--- src/sfl_pkg.sv ---
// Summary of operation
// - Latch-set opcode framed by select sets latch
// - Latch-clear opcode framed by select clears latch
// - Latch cleared at power-up and write completions
// - Identity command shifts out three ID bytes
// - Identity command not decoded while device busy
// - Select high after readout returns to standby
// - Status read always accepted, byte repeats continuously
// - Status bit 0 shows busy write cycle
// - Status bit 1 latch gates write commands
// - Protected-area write ignored, latch kept unchanged
// - Bits 5..2 protect level, status write only
// - Chip erase only when protect level zero
// - Bit 6 selects quad lines over write protect
// - Lock bit with protect pin low refuses writes
// - Bits 7..2 retained, bits 1..0 volatile
// - Maker/part read: address 00 maker first, 01 part
// - Status write sets busy, and its completion clears the latch
package sfl_pkg;

  // ------------------------------------------------------------
  // Opcodes
  // ------------------------------------------------------------
  localparam logic [7:0] OP_SET_LATCH = 8'h06;
  localparam logic [7:0] OP_CLEAR_LATCH = 8'h04;
  localparam logic [7:0] OP_READ_IDENTITY = 8'h9F;
  localparam logic [7:0] OP_READ_STATUS = 8'h05;
  localparam logic [7:0] OP_WRITE_STATUS = 8'h01;
  localparam logic [7:0] OP_READ_MAKER_PART = 8'h90;

  // ------------------------------------------------------------
  // Status register layout
  // ------------------------------------------------------------
  localparam int BUSY_BIT = 0;
  localparam int LATCH_BIT = 1;
  localparam int PROTECT_LO = 2;
  localparam int PROTECT_HI = 5;
  localparam int QUAD_BIT = 6;
  localparam int LOCK_BIT = 7;
  localparam int NV_LO = 2;
  localparam int NV_BITS = 6;
  localparam logic [NV_BITS-1:0] NV_RESET = 6'h00;
  localparam logic [1:0] MAKER_PART_ADDR_BYTES = 2'h3;

  // ------------------------------------------------------------
  // Identity defaults, arbitrary neutral values
  // ------------------------------------------------------------
  localparam logic [7:0] MAKER_ID_DEFAULT = 8'hA5;
  localparam logic [7:0] MEM_TYPE_ID_DEFAULT = 8'h3C;
  localparam logic [7:0] PART_ID_DEFAULT = 8'h17;

  // ------------------------------------------------------------
  // Timing
  // ------------------------------------------------------------
  localparam int CLK_PERIOD_NS = 4;
  localparam int STATUS_WRITE_NS = 40000;
  localparam int STATUS_WRITE_CYCLES =
    (STATUS_WRITE_NS + CLK_PERIOD_NS - 1) / CLK_PERIOD_NS;

  typedef enum logic [3:0] {
    ST_IDLE, ST_OPCODE, ST_LATCH_SET, ST_LATCH_CLR, ST_ADDR,
    ST_WDATA, ST_WDONE, ST_SEND, ST_IGNORE
  } sfl_state_t;

  typedef enum logic [1:0] {
    SRC_STATUS, SRC_IDENT, SRC_MAKER_PART
  } sfl_src_t;

endpackage

--- src/sfl_front.sv ---
`timescale 1ns/1ps
module sfl_front import sfl_pkg::*; #(
  parameter int SW_CYCLES = STATUS_WRITE_CYCLES,
  parameter logic [7:0] MAKER_ID = MAKER_ID_DEFAULT,
  parameter logic [7:0] MEM_TYPE_ID = MEM_TYPE_ID_DEFAULT,
  parameter logic [7:0] PART_ID = PART_ID_DEFAULT
) (
  input wire logic clk, // System clock, 250 MHz
  input wire logic reset, // Synchronous reset, high
  input wire logic cs_n_pin, // Chip select, low active
  input wire logic sclk_pin, // Serial clock from host
  input wire logic si_pin, // Serial data in
  input wire logic io_line_two, // Write protect pin, low active
  input wire logic [NV_BITS-1:0] nv_stored, // Retained bits 7..2
  input wire logic op_busy, // Program/erase array busy
  input wire logic op_done, // Program/erase completed pulse
  output logic so, // Serial data out
  output logic so_oe, // Serial out drive enable
  output logic [7:0] status_flags, // Status register image
  output logic chip_erase_allowed, // Protect level is zero
  output logic hw_protect // Hardware protection active
);

  localparam int CW = $clog2(SW_CYCLES + 1);

  // ------------------------------------------------------------
  // Parameter checks
  // ------------------------------------------------------------
  if (SW_CYCLES < 1) begin : g_bad_cycles
    $error("SW_CYCLES must be at least one");
  end

  typedef struct packed {
    sfl_state_t state;
    sfl_src_t src;
    logic [2:0] bitcnt;
    logic [1:0] bytecnt;
    logic [7:0] rx;
    logic [7:0] tx;
    logic [2:0] outcnt;
    logic [1:0] out_idx;
    logic mp_part_first;
    logic [7:0] wdata;
    logic [NV_BITS-1:0] sw_data;
    logic sw_active;
    logic [CW-1:0] sw_count;
    logic [NV_BITS-1:0] nv;
    logic nv_loaded;
    logic write_latch_flag;
    logic busy;
    logic ce_ok;
    logic hwp;
    logic sclk_d;
    logic cs_d;
    logic so;
    logic so_oe;
  } sfl_regs_t;

  sfl_regs_t r;
  sfl_regs_t next_r;
  logic [3:0] pins_s;
  logic cs_n_s;
  logic sclk_s;
  logic si_s;
  logic wp_n_s;
  logic sclk_rise;
  logic sclk_fall;
  logic cs_rise;
  logic [7:0] rx_byte;
  logic byte_done;
  logic hw_now;

  // ------------------------------------------------------------
  // Pin synchronisers
  // ------------------------------------------------------------
  sfl_sync #(
    .WIDTH(4),
    .RESET_VAL(4'h9)
  ) u_sync (
    .clk(clk),
    .reset(reset),
    .din({cs_n_pin, sclk_pin, si_pin, io_line_two}),
    .dout(pins_s)
  );

  assign cs_n_s = pins_s[3];
  assign sclk_s = pins_s[2];
  assign si_s = pins_s[1];
  assign wp_n_s = pins_s[0];

  assign sclk_rise = sclk_s & ~r.sclk_d;
  assign sclk_fall = ~sclk_s & r.sclk_d;
  assign cs_rise = cs_n_s & ~r.cs_d;
  assign rx_byte = {r.rx[6:0], si_s};
  assign byte_done = sclk_rise && (r.bitcnt == 3'h7);
  // Quad mode hands the protect pin over to data
  assign hw_now = r.nv[LOCK_BIT-NV_LO] & ~wp_n_s
                  & ~r.nv[QUAD_BIT-NV_LO];

  // ------------------------------------------------------------
  // Output byte selection
  // ------------------------------------------------------------
  function automatic logic [7:0] out_byte(
    input sfl_src_t src,
    input logic [1:0] idx,
    input logic part_first,
    input logic [7:0] stat
  );
    logic [7:0] b;
    b = stat;
    case (src)
      SRC_IDENT: begin
        case (idx)
          2'h0: b = MAKER_ID;
          2'h1: b = MEM_TYPE_ID;
          default: b = PART_ID;
        endcase
      end
      SRC_MAKER_PART: begin
        b = (idx[0] ^ part_first) ? PART_ID : MAKER_ID;
      end
      default: b = stat;
    endcase
    return b;
  endfunction

  function automatic logic [1:0] next_idx(
    input sfl_src_t src,
    input logic [1:0] idx
  );
    logic [1:0] n;
    n = 2'h0;
    case (src)
      SRC_IDENT: n = (idx == 2'h2) ? 2'h0 : idx + 2'h1;
      SRC_MAKER_PART: n = {1'b0, ~idx[0]};
      default: n = 2'h0;
    endcase
    return n;
  endfunction

  // ------------------------------------------------------------
  // Next-state logic
  // ------------------------------------------------------------
  always_comb begin
    next_r = r;
    next_r.sclk_d = sclk_s;
    next_r.cs_d = cs_n_s;

    // Retained bits come back from the store after power-up
    if (!r.nv_loaded) begin
      next_r.nv = nv_stored;
      next_r.nv_loaded = 1'b1;
    end

    // Array completions clear the latch; a refused protected
    // write never pulses op_done, so the latch stays put
    if (op_done) begin
      next_r.write_latch_flag = 1'b0;
    end

    // Self-timed status write
    if (r.sw_active) begin
      if (r.sw_count == CW'(SW_CYCLES - 1)) begin
        next_r.sw_active = 1'b0;
        next_r.sw_count = '0;
        next_r.nv = r.sw_data;
        next_r.write_latch_flag = 1'b0;
      end else begin
        next_r.sw_count = r.sw_count + CW'(1);
      end
    end

    if (cs_n_s) begin
      // Deselected: standby, abort any partial command
      next_r.state = ST_IDLE;
      next_r.bitcnt = 3'h0;
      next_r.so_oe = 1'b0;
      if (cs_rise) begin
        case (r.state)
          ST_LATCH_SET: next_r.write_latch_flag = 1'b1;
          ST_LATCH_CLR: next_r.write_latch_flag = 1'b0;
          ST_WDONE: begin
            if (r.write_latch_flag && !r.busy && !hw_now) begin
              next_r.sw_active = 1'b1;
              next_r.sw_count = '0;
              next_r.sw_data = r.wdata[7:NV_LO];
            end
          end
          default: ;
        endcase
      end
    end else begin
      if (r.state == ST_IDLE) begin
        next_r.state = ST_OPCODE;
      end
      if (sclk_rise) begin
        case (r.state)
          ST_IDLE, ST_OPCODE, ST_ADDR, ST_WDATA: begin
            next_r.rx = rx_byte;
            next_r.bitcnt = r.bitcnt + 3'h1;
          end
          // Extra clocks break the byte boundary
          ST_LATCH_SET, ST_LATCH_CLR, ST_WDONE: begin
            next_r.state = ST_IGNORE;
          end
          default: ;
        endcase
      end
      if (byte_done) begin
        case (r.state)
          ST_IDLE, ST_OPCODE: begin
            next_r.tx = out_byte(SRC_STATUS, 2'h0, 1'b0,
                                 {r.nv, r.write_latch_flag, r.busy});
            next_r.outcnt = 3'h0;
            next_r.out_idx = 2'h0;
            next_r.bytecnt = 2'h0;
            case (rx_byte)
              OP_SET_LATCH: next_r.state = ST_LATCH_SET;
              OP_CLEAR_LATCH: next_r.state = ST_LATCH_CLR;
              OP_WRITE_STATUS: next_r.state = ST_WDATA;
              OP_READ_STATUS: begin
                next_r.state = ST_SEND;
                next_r.src = SRC_STATUS;
              end
              OP_READ_IDENTITY: begin
                if (r.busy) begin
                  next_r.state = ST_IGNORE;
                end else begin
                  next_r.state = ST_SEND;
                  next_r.src = SRC_IDENT;
                  next_r.tx = MAKER_ID;
                end
              end
              OP_READ_MAKER_PART: begin
                next_r.state = r.busy ? ST_IGNORE : ST_ADDR;
              end
              default: next_r.state = ST_IGNORE;
            endcase
          end
          ST_ADDR: begin
            next_r.bytecnt = r.bytecnt + 2'h1;
            if (r.bytecnt == MAKER_PART_ADDR_BYTES - 2'h1) begin
              next_r.state = ST_SEND;
              next_r.src = SRC_MAKER_PART;
              next_r.mp_part_first = rx_byte[0];
              next_r.tx = out_byte(SRC_MAKER_PART, 2'h0, rx_byte[0],
                                   8'h00);
            end
          end
          ST_WDATA: begin
            next_r.wdata = rx_byte;
            next_r.state = ST_WDONE;
          end
          default: ;
        endcase
      end

      // Data leaves on falling edges, MSB first
      if (sclk_fall && r.state == ST_SEND) begin
        next_r.so = r.tx[7];
        next_r.so_oe = 1'b1;
        next_r.tx = {r.tx[6:0], 1'b0};
        next_r.outcnt = r.outcnt + 3'h1;
        if (r.outcnt == 3'h7) begin
          next_r.out_idx = next_idx(r.src, r.out_idx);
          next_r.tx = out_byte(r.src, next_idx(r.src, r.out_idx),
                               r.mp_part_first,
                               {r.nv, r.write_latch_flag, r.busy});
        end
      end
    end

    next_r.busy = op_busy | next_r.sw_active;
    next_r.ce_ok = (next_r.nv[PROTECT_HI-NV_LO:0] == 4'h0);
    next_r.hwp = hw_now;
  end

  // ------------------------------------------------------------
  // State register
  // ------------------------------------------------------------
  always_ff @(posedge clk) begin
    if (reset) begin
      r <= '0;
      r.state <= ST_IDLE;
      r.src <= SRC_STATUS;
      r.nv <= NV_RESET;
      r.write_latch_flag <= 1'b0;
      r.cs_d <= 1'b1;
    end else begin
      r <= next_r;
    end
  end

  assign so = r.so;
  assign so_oe = r.so_oe;
  assign status_flags = {r.nv, r.write_latch_flag, r.busy};
  assign chip_erase_allowed = r.ce_ok;
  assign hw_protect = r.hwp;

endmodule

--- src/sfl_sync.sv ---
`timescale 1ns/1ps
module sfl_sync #(
  parameter int WIDTH = 4,
  parameter logic [WIDTH-1:0] RESET_VAL = '0
) (
  input wire logic clk, // System clock
  input wire logic reset, // Synchronous reset, high
  input wire logic [WIDTH-1:0] din, // Asynchronous pin levels
  output logic [WIDTH-1:0] dout // Synchronised levels
);

  logic [WIDTH-1:0] meta;

  // First stage feeds only the second stage
  always_ff @(posedge clk) begin
    if (reset) begin
      meta <= RESET_VAL;
      dout <= RESET_VAL;
    end else begin
      meta <= din;
      dout <= meta;
    end
  end

endmodule

--- config.mk ---
export PLATFORM = sky130hd
export DESIGN_NAME = sfl_front
export DESIGN_NICKNAME = d
export VERILOG_FILES = /design/src/sfl_pkg.sv /design/src/sfl_front.sv /design/src/sfl_sync.sv
export SDC_FILE = /design/constraint.sdc
export NUM_CORES = 1
export LEC_CHECK = 0
export ABC_AREA = 1
export BUFFER_PORTS_ARGS = -buffer_cell sky130_fd_sc_hd__buf_2
export CORE_MARGIN = 2
export CORE_UTILIZATION = 30
export DETAILED_ROUTE_END_ITERATION = 10
export GPL_ROUTABILITY_DRIVEN = 0
export PLACE_DENSITY = 0.57
export SYNTH_ARGS = -nofsm -noshare
export SYNTH_HDL_FRONTEND = slang
export SYNTH_SLANG_ARGS = --single-unit
export TNS_END_PERCENT = 1
--- constraint.sdc ---
create_clock -name clk -period 3.65 [get_ports clk]
set_clock_uncertainty 0.2 [all_clocks]
set_input_delay 0.1825 -clock clk [delete_from_list [all_inputs] [get_ports clk]]
set_output_delay 0.1825 -clock clk [all_outputs]
set_load 0.01 [all_outputs]
==> results.yml <==
synthesis:
  synth_area_leaders: "dfxtp_1 (41%), nand2_1 (9.4%), nor2_1 (7.6%)"
  synth-seq-cells: 82
  ys_seq_area_frac: 0.4087
  syn_nets: 599
  yosys_warnings: 0
  synth_top_cell_area_share: 0.4087
  netlist_area_mm2: 0.004016
  avgSynthCellArea_um2: 6.961
  syn-instance-count: 577
  synth_largest_area_cell: "dfxtp_1"
  synth.distinct_cells: 34
worst_setup_path:
  rrSetupSlack_ns: 1.49
  end_kind: "flip-flop"
  critPathKind: "reg -> reg"
  crit_chain: "nand3_1 -> nor3_4 -> nand2_1 -> nand2_2 -> nand2_1 -> a21oi_1 -> nor2_1"
  crit_buf_inv: 0
  reg2reg_depth: 7
  cp_max_fo: 14
  reg2reg_from: "r[74]"
  cp_common_cell: "nand2_1"
  cpPeakStageDelay_ns: 0.44
  reg2reg_to: "r[57]"
  arrival_ns: 2.19
  cp-start-kind: "flip-flop"
  crit_family: "simple AND/OR/NAND/NOR gates"
  critPathSlowestCell: "dfxtp_1"
  crit_required_ns: 3.68
sta:
  rsz0062_at_grt: "false"
  hold_viol: 0
  max_freq_mhz: 463.6
  fin_crit_sh: 0.5909
  slew_violations: 0
  worst_pin_slew_ns: 0.5765
  setup_tns_ns: 0
  setup_violations: 0
  worst_slack_ns: 1.493
  period_needed_ns: 2.157
  maxSlewHeadroom: 0.6156
layout:
  area_growth_pct: 14.80
  mostFrequentLayoutCells: "nand2_1 (101), dfxtp_1 (82), nor2_1 (81)"
  seqCellArea_mm2: 0.001642
  final_util: 0.3510
  antenna_cells: 0
  nNetsFinal: 621
  layout-drive-gt1-share: 0.1010
  multi_input_area_mm2: 0.001969
  mostFrequentLayoutCell: "nand2_1"
  fillers: 1414
clocking:
  htree_levels: 3
  clockBufferDepth: 2
  clk_latency_ns: 0.34
  clk_pin_slew_ns: 0.06
  cts_setup_buffers: 0
  cts-buffers-inserted: 9
  cts-root-buf: "clkbuf_16"
  cts.sinks: 82
  cts_tree: "yes"
floorplanning:
  die_width_um: 119.7
  core_area_mm2: 0.01314
  dieArea_mm2: 0.01433
  die_h_um: 119.7
  pin_count: 26
  rows: 42
  start_util: 0.3057
detailed_routing:
  drt_iter0_drc: 371
  wirelength_mm: 9.662
  drc_errors: 0
  routedWlPerCell_um: 12.39
  viasPerCell: 4.740
  ant_nets: 0
  num_vias: 3697
  detail_route.first_pass.iterations: 5
global_routing:
  gr-usage-all-layers: 0.1432
  grt_pass1_wl_mm: 16.47
  grt_overflow: 0
  grt_antenna_before_repair: 0
  grt_start_max_net_pins: 38
  grt_pass1_vias: 3446
hold_path:
  min_path_type: "in -> reg"
  min_path_cells: 5
  hold_start: "nv_stored[1]"
  worstHoldEndpoint: "status_flags[3]"
pwr:
  combPwrFrac: 0.038
  power.switching_uw: 430.7
  total_power_mw: 1.918
  clockPowerShare: 0.484
  power.density_mw_per_mm2: 416.1
  p_leak_nw: 1.851
  seqPwrFrac: 0.478
  internal_power_mw: 1.488
  swShare: 0.2245
  ir_drop_mv: 0.2033
run:
  drv_cap: 0
run_status:
  status: "finished, final reports clean"
place:
  numPortBuffers: 25
  hpwl_mm: 7.006
  dpl_worst_slack_ns: 1.529
## routing by layer
layer	track usage	share of wire	vias up
li1	-	-	1924
met1	0.1965	0.50	1678
met2	0.2179	0.44	85
met3	0.03137	0.040	10
met4	0.05809	0.016	0
met5	0	0	-
## layout make-up
type,count,area share
repair buffers,32,0.04179
well taps,176,0.04776
multi-input cells,399,0.4271
inverters,75,0.06106
clock buffers,11,0.05265
flip-flops and latches,82,0.3560
clock inverters,5,0.01357
## power groups by stage
stage	combinational (mW)	sequential [mW]	clock, mW
3_3_place_gp	0.0666	0.938	0
4_1_cts	0.0725	0.918	0.951
2_1_floorplan	0.0505	0.933	0
6_report	0.0723	0.918	0.928
3_5_place_dp	0.0673	0.938	0
5_1_grt	0.0824	0.919	0.995
## sequential cells by signal, summed over array words and instances, names as in the netlist
signal / cells
so: 1
so_oe: 1
chip_erase_allowed: 1
u_sync.dout: 4
r: 62
u_sync.meta: 4
hw_protect: 1
status_flags: 8
## tightest hold or removal path, stage by stage
cell and delay (ns):
buf_2 0.08, mux2i_1 0.05, nand2_1 0.06, nand2_1 0.06, nor2_1 0.08
## repair_timing
action,4_1_cts,5_1_grt
resized for setup,0,0
hold buffers,6,0
hold endpoints to repair,6,0
## kinds of logic after synthesis
logic type      share of synthesized area
mux                              0.009969
xor+xnor                          0.01963
compound gates                     0.1486
fa+ha+maj                         0.02492
buf+inv                            0.1009
simple gates                       0.2872
flops                              0.4087
## how the worst max path moves through the flow
stage / start / slack, ns / cells after the start / to
6_report: r[74] / 1.49 / 7 / r[57]
5_1_grt: r[74] / 1.27 / 7 / r[53]
4_1_cts: r[74] / 1.52 / 7 / r[57]
3_5_place_dp: r[74] / 1.53 / 7 / r[52]
3_3_place_gp: r[74] / 1.54 / 7 / r[56]
2_1_floorplan: r[68] / 1.85 / 12 / r[50]
## cells in the mapped netlist, drive strengths merged
library cell / count
nor2: 86
nand4: 10
a211oi: 1
buf: 11
nand3b: 1
o21ai: 57
nand3: 36
mux2i: 4
ha: 8
clkbuf: 10
o22ai: 3
xnor2: 2
nand2: 105
inv: 73
a21oi: 50
o221ai: 1
o211ai: 1
xor2: 7
clkinv: 2
dfxtp: 82
or2: 6
a31oi: 3
nor3: 14
nor4: 4
## per-stage QoR
stage / instances / hold slack (ns) / area (um2)
after floorplan: 577 / 0.08631 / 4016
after global placement: 758 / 0.1704 / 4245
after detailed placement: 758 / 0.1665 / 4245
after CTS: 780 / 0.002776 / 4611
after global routing: 780 / 0.04667 / 4611
final: 780 / 0.01371 / 4611
Note: power is estimated with default switching activity, not from simulation.
